`src/edq_pkg.sv`:
```
// Purpose: constants and types for the edge delay qualifier
// Assumes: 100 MHz aclk, 32-bit AXI4-Lite register access
// Notes: divider code arrives as a 4-bit converter result on pins
//
// Overview of operation
// RL1 - pin voltage becomes 4-bit divider code
// RL2 - code MSB is the polarity bit
// RL3 - single-edge: pol 0 delays rising, 1 falling
// RL4 - dual-edge: both delayed, pol 1 inverts
// RL5 - low set current holds pending edge
// RL6 - set current restored completes held edge
// RL7 - all codes 0..15, ratios 1 to 2^21
// RL8 - edges reach output after delay per variant
// RL9 - short input pulse: no change, timing restarts
// RL10 - single-edge: other direction passes at once
// RL11 - codes 0..7 ratios x8 steps, 8..15 mirrored
// RL12 - output changes after ratio times master period
// RL13 - tick counter cleared on qualifying edge
package edq_pkg;
   // -------------------------------------------------
   // register map
   // -------------------------------------------------
   localparam int ADDR_W = 4;
   localparam logic [ADDR_W-1:0] CTRL_OFS = 4'h0;
   localparam logic [ADDR_W-1:0] PERIOD_OFS = 4'h4;
   localparam logic [ADDR_W-1:0] STATUS_OFS = 4'h8;
   localparam logic [ADDR_W-1:0] COUNT_OFS = 4'hC;
   localparam int CTRL_DUAL_BIT = 0;
   localparam logic CTRL_RST = 1'b0;
   localparam logic [1:0] RESP_OKAY = 2'h0;
   localparam logic [1:0] RESP_SLVERR = 2'h2;
   // -------------------------------------------------
   // timing
   // -------------------------------------------------
   localparam int CLK_MHZ = 100;
   localparam int MASTER_T_NS = 1000;
   localparam int MASTER_CYC = (MASTER_T_NS * CLK_MHZ + 999) / 1000;
   localparam int PERIOD_W = 16;
   localparam logic [PERIOD_W-1:0] PERIOD_RST = PERIOD_W'(MASTER_CYC);
   localparam int CNT_W = 22;
   localparam int RATIO_STEP = 3;
   // -------------------------------------------------
   // types
   // -------------------------------------------------
   typedef struct packed {
      logic [3:0] code;
      logic iset_low;
      logic pending;
      logic out;
      logic in;
   } edq_status_t;

   // ratio index folds upper codes back onto lower ones
   function automatic logic [CNT_W-1:0] edq_ratio(input logic [3:0] c);
      logic [2:0] idx;
      idx = c[3] ? ~c[2:0] : c[2:0]; // RL11
      edq_ratio = CNT_W'(1) << (RATIO_STEP * idx); // RL7
   endfunction : edq_ratio
endpackage : edq_pkg

```
`src/edq_top.sv`:
```
// Purpose: edge delay and pulse qualifier with AXI4-Lite registers
// Assumes: in_pin, div_code_pin and iset_low_pin are asynchronous
// Notes: master oscillator is a clock-enable pulse from a divider
//
// Our own choices: the AXI4-Lite slave port and the address map.
`timescale 1ns/1ps
module edq_top import edq_pkg::*; (
   input wire logic aclk,
   input wire logic aresetn,
   input wire logic in_pin,
   input wire logic [3:0] div_code_pin,
   input wire logic iset_low_pin,
   output logic out_pin,
   input wire logic [ADDR_W-1:0] s_axi_awaddr,
   input wire logic s_axi_awvalid,
   output logic s_axi_awready,
   input wire logic [31:0] s_axi_wdata,
   input wire logic [3:0] s_axi_wstrb,
   input wire logic s_axi_wvalid,
   output logic s_axi_wready,
   output logic [1:0] s_axi_bresp,
   output logic s_axi_bvalid,
   input wire logic s_axi_bready,
   input wire logic [ADDR_W-1:0] s_axi_araddr,
   input wire logic s_axi_arvalid,
   output logic s_axi_arready,
   output logic [31:0] s_axi_rdata,
   output logic [1:0] s_axi_rresp,
   output logic s_axi_rvalid,
   input wire logic s_axi_rready
);
   // -------------------------------------------------
   // pin synchronisers
   // -------------------------------------------------
   logic [5:0] sync1_r, sync2_r;
   logic in_d_r;
   logic [3:0] divider_code;
   logic in_s, iset_low_s, polarity_bit;
   always_ff @(posedge aclk) begin
      if (!aresetn) begin
         sync1_r <= '0;
         sync2_r <= '0;
         in_d_r <= 1'b0;
      end else begin
         sync1_r <= {iset_low_pin, div_code_pin, in_pin};
         sync2_r <= sync1_r;
         in_d_r <= in_s;
      end
   end
   assign in_s = sync2_r[0];
   assign divider_code = sync2_r[4:1]; // RL1
   assign iset_low_s = sync2_r[5];
   assign polarity_bit = divider_code[3]; // RL2

   // -------------------------------------------------
   // registers
   // -------------------------------------------------
   logic dual_r, dual_nxt;
   logic [PERIOD_W-1:0] period_r, period_nxt;
   logic aw_got_r, aw_got_nxt, w_got_r, w_got_nxt;
   logic [ADDR_W-1:0] waddr_r, waddr_nxt;
   logic [31:0] wdata_r, wdata_nxt;
   logic [3:0] wstrb_r, wstrb_nxt;
   logic bvalid_r, bvalid_nxt, rvalid_r, rvalid_nxt;
   logic [1:0] bresp_r, bresp_nxt, rresp_r, rresp_nxt;
   logic [31:0] rdata_r, rdata_nxt;
   logic pending_r, out_r;
   logic [CNT_W-1:0] cnt_r;
   edq_status_t status;

   assign s_axi_awready = !aw_got_r && !bvalid_r;
   assign s_axi_wready = !w_got_r && !bvalid_r;
   assign s_axi_arready = !rvalid_r;
   assign s_axi_bvalid = bvalid_r;
   assign s_axi_bresp = bresp_r;
   assign s_axi_rvalid = rvalid_r;
   assign s_axi_rresp = rresp_r;
   assign s_axi_rdata = rdata_r;
   assign status = '{code: divider_code, iset_low: iset_low_s, pending: pending_r,
                     out: out_r, in: in_s};

   always_comb begin
      aw_got_nxt = aw_got_r;
      w_got_nxt = w_got_r;
      waddr_nxt = waddr_r;
      wdata_nxt = wdata_r;
      wstrb_nxt = wstrb_r;
      bvalid_nxt = bvalid_r;
      bresp_nxt = bresp_r;
      rvalid_nxt = rvalid_r;
      rresp_nxt = rresp_r;
      rdata_nxt = rdata_r;
      dual_nxt = dual_r;
      period_nxt = period_r;
      if (s_axi_awvalid && s_axi_awready) begin
         aw_got_nxt = 1'b1;
         waddr_nxt = s_axi_awaddr;
      end
      if (s_axi_wvalid && s_axi_wready) begin
         w_got_nxt = 1'b1;
         wdata_nxt = s_axi_wdata;
         wstrb_nxt = s_axi_wstrb;
      end
      if (aw_got_r && w_got_r) begin
         aw_got_nxt = 1'b0;
         w_got_nxt = 1'b0;
         bvalid_nxt = 1'b1;
         bresp_nxt = RESP_OKAY;
         unique case (waddr_r)
            CTRL_OFS: begin
               if (wstrb_r[0]) dual_nxt = wdata_r[CTRL_DUAL_BIT];
            end
            PERIOD_OFS: begin
               if (wstrb_r[0]) period_nxt[7:0] = wdata_r[7:0];
               if (wstrb_r[1]) period_nxt[15:8] = wdata_r[15:8];
            end
            STATUS_OFS, COUNT_OFS: ;
            default: bresp_nxt = RESP_SLVERR;
         endcase
      end
      if (bvalid_r && s_axi_bready) bvalid_nxt = 1'b0;
      if (rvalid_r && s_axi_rready) rvalid_nxt = 1'b0;
      if (s_axi_arvalid && s_axi_arready) begin
         rvalid_nxt = 1'b1;
         rresp_nxt = RESP_OKAY;
         unique case (s_axi_araddr)
            CTRL_OFS: rdata_nxt = {31'h0, dual_r};
            PERIOD_OFS: rdata_nxt = {16'h0, period_r};
            STATUS_OFS: rdata_nxt = {24'h0, status};
            COUNT_OFS: rdata_nxt = {10'h0, cnt_r};
            default: begin
               rdata_nxt = 32'h0;
               rresp_nxt = RESP_SLVERR;
            end
         endcase
      end
   end

   always_ff @(posedge aclk) begin
      if (!aresetn) begin
         aw_got_r <= 1'b0;
         w_got_r <= 1'b0;
         waddr_r <= '0;
         wdata_r <= 32'h0;
         wstrb_r <= 4'h0;
         bvalid_r <= 1'b0;
         bresp_r <= RESP_OKAY;
         rvalid_r <= 1'b0;
         rresp_r <= RESP_OKAY;
         rdata_r <= 32'h0;
         dual_r <= CTRL_RST;
         period_r <= PERIOD_RST;
      end else begin
         aw_got_r <= aw_got_nxt;
         w_got_r <= w_got_nxt;
         waddr_r <= waddr_nxt;
         wdata_r <= wdata_nxt;
         wstrb_r <= wstrb_nxt;
         bvalid_r <= bvalid_nxt;
         bresp_r <= bresp_nxt;
         rvalid_r <= rvalid_nxt;
         rresp_r <= rresp_nxt;
         rdata_r <= rdata_nxt;
         dual_r <= dual_nxt;
         period_r <= period_nxt;
      end
   end

   // -------------------------------------------------
   // delay core
   // -------------------------------------------------
   logic pending_nxt, out_nxt, tick, edge_in, rise_in, fast_edge, slow_edge;
   logic [PERIOD_W-1:0] tcnt_r, tcnt_nxt;
   logic [CNT_W-1:0] cnt_nxt, ratio;
   assign ratio = edq_ratio(divider_code);
   assign edge_in = in_s != in_d_r;
   assign rise_in = edge_in && in_s;
   // a zero period would stall the oscillator, so treat it as one
   assign tick = pending_r && !iset_low_s && (tcnt_r + 1'b1 >= period_r); // RL5
   assign fast_edge = edge_in && !dual_r && (rise_in == polarity_bit); // RL10
   assign slow_edge = edge_in && !fast_edge && (in_s != out_r); // RL3 RL4 RL8
   assign out_pin = out_r ^ (dual_r & polarity_bit); // RL4

   always_comb begin
      pending_nxt = pending_r;
      out_nxt = out_r;
      cnt_nxt = cnt_r;
      tcnt_nxt = tcnt_r;
      if (pending_r && !iset_low_s) tcnt_nxt = tick ? '0 : tcnt_r + 1'b1;
      if (tick) begin
         cnt_nxt = cnt_r + 1'b1;
         // at-or-above, so a smaller ratio picked mid-timing cannot strand the count
         if (cnt_r + 1'b1 >= ratio) begin // RL12 RL6
            out_nxt = in_s;
            pending_nxt = 1'b0;
         end
      end
      if (fast_edge) begin
         out_nxt = in_s; // RL10
         pending_nxt = 1'b0;
      end else if (slow_edge) begin
         pending_nxt = 1'b1; // RL9
         cnt_nxt = '0; // RL13
         tcnt_nxt = '0;
      end else if (edge_in) begin
         pending_nxt = 1'b0; // RL9
      end
   end

   always_ff @(posedge aclk) begin
      if (!aresetn) begin
         pending_r <= 1'b0;
         out_r <= 1'b0;
         cnt_r <= '0;
         tcnt_r <= '0;
      end else begin
         pending_r <= pending_nxt;
         out_r <= out_nxt;
         cnt_r <= cnt_nxt;
         tcnt_r <= tcnt_nxt;
      end
   end

   // -------------------------------------------------
   // checks
   // -------------------------------------------------
   AST_CODE_SYNC: assert property (@(posedge aclk) disable iff (!aresetn) // RL1
      ##2 divider_code == $past(div_code_pin, 2)) else $error("code not synced");
   AST_POL_INV: assert property (@(posedge aclk) disable iff (!aresetn) // RL2
      dual_r && !pending_r |-> out_pin == (in_d_r ^ divider_code[3]))
      else $error("polarity wrong");
   AST_SINGLE_HOLD: assert property (@(posedge aclk) disable iff (!aresetn) // RL3
      !dual_r && edge_in && (rise_in != polarity_bit) && in_s != out_r
      |=> pending_r && out_r == $past(out_r)) else $error("delayed edge passed");
   AST_DUAL_START: assert property (@(posedge aclk) disable iff (!aresetn) // RL4
      dual_r && edge_in && in_s != out_r |=> pending_r) else $error("dual not delayed");
   AST_ISET_HOLD: assert property (@(posedge aclk) disable iff (!aresetn) // RL5
      iset_low_s && pending_r && !edge_in |=> $stable(cnt_r) && $stable(out_r))
      else $error("advanced while set current low");
   AST_DONE: assert property (@(posedge aclk) disable iff (!aresetn) // RL6
      tick && cnt_r + 1'b1 >= ratio && !edge_in |=> !pending_r && out_r == $past(in_s))
      else $error("held edge not completed");
   AST_RATIO_MIRROR: assert property (@(posedge aclk) disable iff (!aresetn) // RL11
      ratio == edq_ratio(~divider_code)) else $error("ratio not mirrored");
   AST_RATIO_TOP: assert property (@(posedge aclk) disable iff (!aresetn) // RL7
      divider_code[2:0] == (divider_code[3] ? 3'h0 : 3'h7) |-> ratio == 22'h200000)
      else $error("top ratio wrong");
   AST_SHORT: assert property (@(posedge aclk) disable iff (!aresetn) // RL9
      edge_in && in_s == out_r |=> !pending_r && $stable(out_r))
      else $error("short pulse changed output");
   AST_FAST: assert property (@(posedge aclk) disable iff (!aresetn) // RL10
      fast_edge |=> out_r == $past(in_s) && !pending_r) else $error("fast edge late");
   AST_CLEAR: assert property (@(posedge aclk) disable iff (!aresetn) // RL13
      slow_edge |=> cnt_r == 22'h0) else $error("counter not cleared");
   AST_EARLY: assert property (@(posedge aclk) disable iff (!aresetn) // RL12
      pending_r && cnt_r + 1'b1 < ratio && !edge_in |=> $stable(out_r))
      else $error("output changed early");
endmodule : edq_top

```
`config.mk`:
```
export PLATFORM = sky130hd
export DESIGN_NAME = edq_top
export DESIGN_NICKNAME = d
export VERILOG_FILES = /design/src/edq_pkg.sv /design/src/edq_top.sv
export SDC_FILE = /design/constraint.sdc
export NUM_CORES = 1
export LEC_CHECK = 0
export BUFFER_PORTS_ARGS = -buffer_cell sky130_fd_sc_hd__buf_2
export CAP_MARGIN = 20
export CORE_UTILIZATION = 60
export CTS_CLUSTER_SIZE = 30
export DETAILED_ROUTE_END_ITERATION = 10
export PLACE_DENSITY = 0.84
export SLEW_MARGIN = 20
export SYNTH_ARGS = -nofsm -noshare
export SYNTH_HDL_FRONTEND = slang
export SYNTH_SLANG_ARGS = --single-unit
export TNS_END_PERCENT = 10
```
`constraint.sdc`:
```
create_clock -name aclk -period 5.5 [get_ports aclk]
set_input_delay 1.1 -clock aclk [delete_from_list [all_inputs] [get_ports aclk]]
set_output_delay 1.1 -clock aclk [all_outputs]
set_load 0.1 [all_outputs]
```
-- Word level (Yosys, flattened, before mapping)
Index checks and enable logic that the tools add are counted.
W data, S select, Z words.
- flip-flop bits (word level): 132
- bits of input ports: 57
- output and inout bits: 42
- logic and storage cells: 98
- $add $sub $neg: 2
- multipliers: 1
- $lt $le $gt $ge: 2
- equal/unequal tests: 9
- shift-type cells: 1
- mux-type cells: 20
- bitwise gates (word level): 4
- reductions and logical operators: 39
- operators with widths (operator ; number):
    $pmux W22 S4 ; 1
    $mux W22 ; 3
    $mux W16 ; 4
    $add A22 B1 Y22 const B ; 1
    $ge A22 B22 Y1 ; 1
    $shl A1 B5 Y22 const A ; 1
    $add A16 B1 Y16 const B ; 1
    $eq A4 B4 Y1 const B ; 4
    $ge A16 B16 Y1 ; 1
    $logic_and A1 B1 Y1 ; 15
    $mux W1 ; 9
    $reduce_and A3 Y1 ; 3
    $eq A4 B3 Y1 const B ; 2
    $logic_not A4 Y1 ; 2
    $reduce_or A4 Y1 ; 2
    $logic_not A1 Y1 ; 7
    $reduce_bool A2 Y1 ; 3
    $reduce_bool A3 Y1 ; 2
    $reduce_or A2 Y1 ; 3
    $mul A2 B3 Y5 const A ; 1
    $mux W2 ; 2
    $reduce_and A2 Y1 ; 2
    $mux W3 ; 1
    $not A3 Y3 ; 1
    other kinds (5) ; 6

-- Depth between registers and ports, before layout
Gate-level depths: netlist of run 1.
- depth in word-level cells: 9
- gate-level depth with buffers: 17
- mapped depth without buffers: 15

-- Worst setup path after synthesis of run 1
Ideal clock, no wire load.
- path kind: register to register
- from: reg tcnt_r[0]
- to: reg cnt_r[9]
- data arrival time: 3404 ps
- data required time: 5372 ps
- path slack: 1969 ps
- stages on the path, launching flop included: 18
- buffers on the path: 2
- clock period less this slack: 3531 ps
- cells stage by stage: dfxtp_1 ha_1 nand3_1 or3_1 buf_2 nor2_4 and3_1 nand3_1 xnor2_1 ha_1 a21o_1 a21o_1 nor2_1 nor2_1 clkbuf_1 nand3_1 xor2_1 nor2_1
- longest elaborated chain between the ends: 6
- RTL lines (what ; line ; text):
    from (decl) ; edq_top.sv:173 ; logic [PERIOD_W-1:0] tcnt_r, tcnt_nxt;
    from (signal assigned) ; edq_top.sv:220 ; tcnt_r <= tcnt_nxt;
    $add A16 B1 Y16 * ; edq_top.sv:179 ; assign tick = pending_r && !iset_low_s && (tcnt_r + 1'b1 >= period_r);
    $ge A16 B16 Y1 * ; edq_top.sv:179 ;
    $logic_and A1 B1 Y1 * ; edq_top.sv:179 ;
    $mux W22 * ; edq_top.sv:190 ; if (tick) begin
    $mux W22 ; edq_top.sv:201 ; end else if (slow_edge) begin
    $mux W22 * ; edq_top.sv:198 ; if (fast_edge) begin
    to (signal assigned) ; edq_top.sv:219 ; cnt_r <= cnt_nxt;
    to (decl) ; edq_top.sv:68 ; logic [CNT_W-1:0] cnt_r;
Mark *: on every way between the ends. The rest lies on a longest branch, timed or not.
A chain may end at the register's enable or synchronous reset.

-- Final worst setup path of run 1
- from: reg tcnt_r[0]
- to: reg cnt_r[16]
The elaborated chain is that of the path after synthesis.

==> summary.txt, run 1 <==
Run status
  – Run status: completed

Cells and area
  – P&R area growth vs syn: 13.5%
  – Fillers: 790
  – ANT cells: 0
  – Post-layout nets: 889
  – Share of post-route cells with drive strength above 1: 16.0%

Placement
  – Post-DP HPWL: 11.3 mm
  – Setup WS pre-CTS: 1.35 ns
  – I/O Buffers: 68
  – Placer Congestion: 0.949

Timing
  – Setup violations, final: 0
  – Worst clock skew: 0.0112 ns
  – RSZ-0062 raised after global routing: false
  – Setup tns final: 0 ns
  – Max Fclk: 237 MHz
  – Slew Limit Fails: 0
  – Worst-margin pin slew: 0.888 ns
  – Minimum clock period: 4.22 ns
  – Setup slack after layout: 1.28 ns
  – Hold slack: 0.452 ns
  – Max_slew headroom: 40.7%
  – Final Hold Fails: 0
  – Final Cycle Share: 76.8%

Floorplanning
  – CORE AREA: 10300 um^2
  – Die area: 11000 um^2
  – # rows: 37
  – Die H: 105 um
  – IO Count: 99
  – Starting density of the core: 61.7%
  – Die X: 105 um

Worst setup path
  – CP arrival: 4.68 ns
  – R2r setup slk: 1.28 ns
  – CP endpoint kind: flop
  – Setup CP Type: flop to flop
  – Worst EP required: 5.96 ns
  – CP Max Fanout: 8
  – Startpoint types: flop

Flow run
  – Maxcap violations: 0

CTS
  – CTS buffer count: 17
  – H-tree depth: 4
  – CTS Buffer Depth: 2
  – Worst-path clk slew: 0.06 ns
  – Setup bufs post-CTS: 0
  – Clock sinks: 120
  – CTS root buf: clkbuf_8
  – Hold buffer count at CTS: 0
  – Skew-Pair Late Insertion Delay: 0.53 ns
  – TritonCTS clock tree: done
  – Gates resized, CTS repair: 0

Synthesis
  – Count leader, synth: dfxtp_1
  – Syn Inst Count: 763
  – Cell taking the most area after synthesis: dfxtp_1
  – Main flop type after synthesis: dfxtp_1
  – Area fraction of the dominant cell type after synthesis: 37.7%
  – Mapped Avg Cell Area: 8.35 um^2
  – Synth top area cells: dfxtp_1, nor2_1, ha_1
  – Yosys warning count: 0
  – Unique masters post-synth: 67
  – Seq/Total Area, Yosys: 37.7%
  – Post-synthesis async set-or-reset flop share: 0%
  – Post-synth top cells: dfxtp_1, nor2_1, nand2_1
  – Synth Register Bits: 120
  – EDFF count, synth: 0
  – Mapped Area: 6370 um^2

GRT
  – Initial antenna violation count: 0
  – First-pass GRT wire length: 26.0 mm
  – Number of global-route vias before repair: 5370
  – GRT overflow: 0
  – Overall Global Routing Usage: 30.0%
  – Largest net degree at the start of global routing: 66

Power and ir drop
  – Maximum VDD drop: 449 uV
  – LEAKAGE: 3.01 nW
  – Cell Pwr Density: 300 nW/um^2

Detailed routing
  – Starting DRT DRC Count: 581
  – Final Routed Wirelength: 15.9 mm
  – Routed WL per cell: 16.6 um
  – Mean number of vias per cell: 6.00
  – DRC violations left: 0
  – TritonRoute pass-1 iters: 6
  – Routed vias: 5722
  – Post-route antenna net violation count: 0

Hold path
  – Hold crit path type: flop to flop
-- layout make-up --
class                           instances  area, um^2  share of cell area, %
Multi-Input combinational cell        572        3610                   50.0
Sequential cell                       120        2400                   33.2
Clock buffer                           20         445                   6.16
Timing Repair Buffer                   72         370                   5.13
Tap cell                              136         170                   2.35
Clock inverter                         12         140                   1.94
Inverter                               22        82.6                   1.14
-- flip-flops by register name, indices dropped and copies added, names as in the netlist, 2 cells and up --
signal and cells:
wdata_r 16, sync1_r 6, period_r 16, wstrb_r 2
s_axi_rdata 22, sync2_r 6, cnt_r 22, waddr_r 4
tcnt_r 16
-- power breakdown --
group          switching, mW  internal (mW)
Combinational          0.136         0.0383
Sequential            0.0147          0.889
Clock                  0.413          0.675
Total                  0.564           1.60
-- critical path: stages, from the launching register on --
cell and delay (ns):
dfxtp_1 0.42, ha_1 0.25, nand3_1 0.21, or3_1 0.56
nor2_4 0.17, and3_1 0.24, nand3_1 0.11, xnor2_1 0.16
ha_1 0.30, a21o_1 0.11, a21o_1 0.19, nor2_1 0.05
nor2_1 0.50, nand3b_1 0.32, or3_1 0.42, a21oi_1 0.15
-- cells by family (layout without fill, tap and decap cells) --
family / after synthesis / count (layout) / share of synthesized area, %
mux: 26 / 26 / 4.13
flops: 120 / 120 / 37.7
fa+ha+maj: 27 / 27 / 5.31
other cells: 1 / 12 / 0.0589
compound gates: 149 / 149 / 15.7
simple gates: 311 / 311 / 24.3
buf+inv: 82 / 126 / 6.31
xor+xnor: 47 / 47 / 6.47
-- path summary, 6_finish.rpt --
check / start / endpoint / cells past startpoint
max: tcnt_r[0]$_SDFF_PN0_ / cnt_r[16]$_SDFF_PN0_ / 15
min: s_axi_rdata[17]$_SDFFE_PN0P_ / s_axi_rdata[17]$_SDFFE_PN0P_ / 2
max reg2reg: tcnt_r[0]$_SDFF_PN0_ / cnt_r[16]$_SDFF_PN0_ / 15
min reg2reg: s_axi_rdata[17]$_SDFFE_PN0P_ / s_axi_rdata[17]$_SDFFE_PN0P_ / 2
-- stage by stage --
step | area [um^2] | total power [mW] | std cells | util [%]
2_1_floorplan | 6410 | 1.06 | 774 | -
3_3_place_gp | 6640 | 1.09 | 922 | 64.3
3_5_place_dp | 6640 | 1.09 | 922 | 64.3
4_1_cts | 7220 | 2.18 | 954 | 70.0
5_1_grt | 7230 | 2.23 | 954 | 70.0
6_report | 7230 | 2.17 | 954 | 70.0
-- metal layers --
| metal | up-vias | global-route usage (%) | part of all wire (%) | wire [um] |
|---|---|---|---|---|
| li1 | 2738 | - | - | - |
| met1 | 2686 | 37.2 | 42 | 6680 |
| met2 | 257 | 49.2 | 47 | 7510 |
| met3 | 41 | 5.80 | 7.0 | 1120 |
| met4 | 0 | 16.2 | 3.6 | 572 |
| met5 | - | 0 | 0 | 0 |
-- cells in the final DEF, fill, tap and decap left out, drive strengths merged, types with 8 or more instances in the layout --
cell	netlist	routed
dfxtp	120	120
nor2	97	97
nand2	85	85
buf	30	72
a21oi	63	63
xor2	32	32
nand3	32	32
ha	27	27
inv	22	27
mux2i	24	24
clkbuf	28	20
and2	18	18
o21ai	17	17
xnor2	15	15
a22oi	15	15
conb	1	12
nand4	12	12
or3	12	12
and3	11	11
nor4	10	10
a21o	9	9
a32o	8	8
Note: power is estimated with default switching activity, not from simulation.
==> run 2: changes to the inputs <==
--- a/config.mk
+++ b/config.mk
@@ -7,10 +7,10 @@
 export LEC_CHECK = 0
 export BUFFER_PORTS_ARGS = -buffer_cell sky130_fd_sc_hd__buf_2
 export CAP_MARGIN = 20
-export CORE_UTILIZATION = 60
+export CORE_UTILIZATION = 57
 export CTS_CLUSTER_SIZE = 30
 export DETAILED_ROUTE_END_ITERATION = 10
-export PLACE_DENSITY = 0.84
+export PLACE_DENSITY = 0.8
 export SLEW_MARGIN = 20
 export SYNTH_ARGS = -nofsm -noshare
 export SYNTH_HDL_FRONTEND = slang
==> constraint.sdc (replaced) <==
create_clock -name aclk -period 4.2 [get_ports aclk]
set_input_delay 0.84 -clock aclk [delete_from_list [all_inputs] [get_ports aclk]]
set_output_delay 0.84 -clock aclk [all_outputs]
set_load 0.1 [all_outputs]
==> run 2 against run 1 <==
  * Clock power up 25%
  * Register-to-register slack worse by 1.0 ns
  * Global-route usage down 0.93 points
  * Count of clock-buffer cells in the layout down 1
  * Power up 28%
  * Sequential cell count unchanged
  * Fmax up 6.9%
  * Sequential power up 31%
  * Critical endpoint unchanged
  * Largest power group unchanged
==> summary.txt, run 2 (synthesis gave the netlist of run 1 again) <==
CTS
  – Hold buffer count at CTS: 0 (unchanged)
  – Gates resized, CTS repair: 0 (unchanged)
  – H-tree depth: 4 (unchanged)
  – Worst-path clk slew: 0.06 ns (about the same)
  – TritonCTS clock tree: done
  – CTS root buf: clkbuf_8
  – CTS buffer count: 17 (unchanged)
  – Skew-Pair Late Insertion Delay: 0.53 ns (about the same)
  – Clock sinks: 120 (unchanged)
  – CTS Buffer Depth: 2 (unchanged)
  – Setup bufs post-CTS: 0 (unchanged)

Timing
  – Final Cycle Share: 94.1% (+17 points)
  – Max Fclk: 253 MHz (+6.9%)
  – RSZ-0062 raised after global routing: false
  – Final Hold Fails: 0 (unchanged)
  – Worst clock skew: 0.00950 ns (-0.00167 ns)
  – Minimum clock period: 3.95 ns (-0.271 ns)
  – Max_slew headroom: 47.9% (+7.2 points)
  – Setup tns final: 0 ns (unchanged)
  – Setup violations, final: 0 (unchanged)
  – Worst-margin pin slew: 0.780 ns (-0.108 ns)
  – Slew Limit Fails: 0 (unchanged)
  – Setup slack after layout: 0.248 ns (-1.03 ns)

Power and ir drop
  – Maximum VDD drop: 340 uV (-24%)
  – Final Power: 2.76 mW (+28%)
  – Cell Pwr Density: 382 nW/um^2 (+27%)
  – LEAKAGE: 3.03 nW (+0.54%)

Floorplanning
  – Die X: 108 um (+2.5%)
  – IO Count: 99 (unchanged)
  – Die H: 108 um (+2.5%)
  – Starting density of the core: 58.7% (-2.9 points)
  – Die area: 11600 um^2 (+5.2%)
  – CORE AREA: 10800 um^2 (+5.0%)
  – # rows: 38 (+2.7%)

Hold path
  – Hold crit path type: flop to flop

Cells and area
  – Share of post-route cells with drive strength above 1: 16.5% (+0.51 points)
  – Post-layout nets: 894 (+0.56%)
  – Final instance area: 7240 um^2 (+0.21%)
  – ANT cells: 0 (unchanged)
  – P&R area growth vs syn: 13.7%
  – Fillers: 883 (+12%)
  – Most common cell after layout, fill and taps aside: dfxtp_1
  – Highest-count cells in the layout ignoring fill and taps: dfxtp_1, nor2_1, nand2_1

GRT
  – Number of global-route vias before repair: 5476 (+2.0%)
  – Overall Global Routing Usage: 29.1% (-0.93 points)
  – Largest net degree at the start of global routing: 66 (unchanged)
  – GRT overflow: 0 (unchanged)
  – First-pass GRT wire length: 26.0 mm (+0.19%)
  – Initial antenna violation count: 0 (unchanged)

Worst setup path
  – Startpoint types: flop
  – Setup CP Type: flop to flop
  – CP Max Fanout: 7 (-1)
  – Worst EP required: 4.63 ns (-1.33 ns)
  – CP arrival: 4.39 ns (-0.29 ns)
  – CP endpoint kind: flop

Detailed routing
  – Starting DRT DRC Count: 470 (-19%)
  – Routed WL per cell: 16.3 um (-1.8%)
  – Mean number of vias per cell: 5.92 (-1.3%)
  – Post-route antenna net violation count: 0 (unchanged)
  – Final Routed Wirelength: 15.7 mm (-0.89%)
  – Routed vias: 5699 (-0.40%)
  – DRC violations left: 0 (unchanged)
  – TritonRoute pass-1 iters: 7 (+1)

Placement
  – Post-DP HPWL: 11.4 mm (+0.63%)
  – Setup WS pre-CTS: 0.342 ns (-1.01 ns)
  – Placer Congestion: 0.878 (-7.4%)
  – Dpl cell area: 6670 um^2 (+0.53%)
  – I/O Buffers: 68 (unchanged)

Flow run
  – Maxcap violations: 0 (unchanged)

Run status
  – Run status: completed
==> run 2: cell types whose count changed in the layout (fill, tap and decap cells not counted) <==
cell	previous run	this run
buf_4	4	9
clkinv_4	1	4
inv_6	5	2
clkinv_2	1	3
a21oi_1	62	63
a21oi_2	1	0
bufinv_16	2	1
clkbuf_1	1	0
==> run 2: cell type report <==
cell class / count / area [um^2] / share of cell area [%]
Clock buffer: 19 / 442 / 6.10
Timing Repair Buffer: 77 / 408 / 5.63
Multi-Input combinational cell: 572 / 3610 / 49.9
Inverter: 22 / 82.6 / 1.14
Clock inverter: 13 / 120 / 1.66
Tap cell: 140 / 175 / 2.42
Sequential cell: 120 / 2400 / 33.2
==> run 2: path summary, 6_finish.rpt <==
kind                                       startpoint                    end  slack [ns]  depth (start not counted)
worst max-delay path             tcnt_r[0]$_SDFF_PN0_   cnt_r[16]$_SDFF_PN0_        0.25                         15
worst max register to register   tcnt_r[0]$_SDFF_PN0_   cnt_r[16]$_SDFF_PN0_        0.25                         15
worst min register to register  sync1_r[3]$_SDFF_PN0_  sync2_r[3]$_SDFF_PN0_        0.44                          1
worst min-delay path            sync1_r[3]$_SDFF_PN0_  sync2_r[3]$_SDFF_PN0_        0.44                          1
==> run 2: power breakdown <==
part | internal [mW] | switching (mW)
logic | 0.0510 | 0.175
clock network | 0.818 | 0.540
registers | 1.16 | 0.0168
==> run 2: critical path: stages, from the launching register on <==
cell and delay (ns):
dfxtp_1 0.42, ha_1 0.25, nand3_1 0.11, or3_1 0.51, nor2_4 0.17, and3_1 0.25
nand3_1 0.11, xnor2_1 0.16, ha_1 0.30, a21o_1 0.11, a21o_1 0.19, nor2_1 0.06
nor2_1 0.41, nand3b_1 0.27, or3_1 0.37, a21oi_1 0.15
==> run 2: metrics by stage <==
step                hold slack [ns]  utilization (%)  cells
floorplan                     0.412                -    774
detailed placement            0.426             61.5    930
finish                        0.440             66.8    963
global placement              0.422             61.5    930
global route                  0.466             66.8    963
CTS                           0.440             66.7    962
==> run 2: routing by layer <==
metal / GRT usage [%] / wire length, um / up-vias
met4: 13.0 / 435 / 0
met1: 36.1 / 6820 / 2708
met5: 0 / 0 / -
met3: 6.84 / 932 / 30
met2: 47.8 / 7540 / 212
li1: - / - / 2749
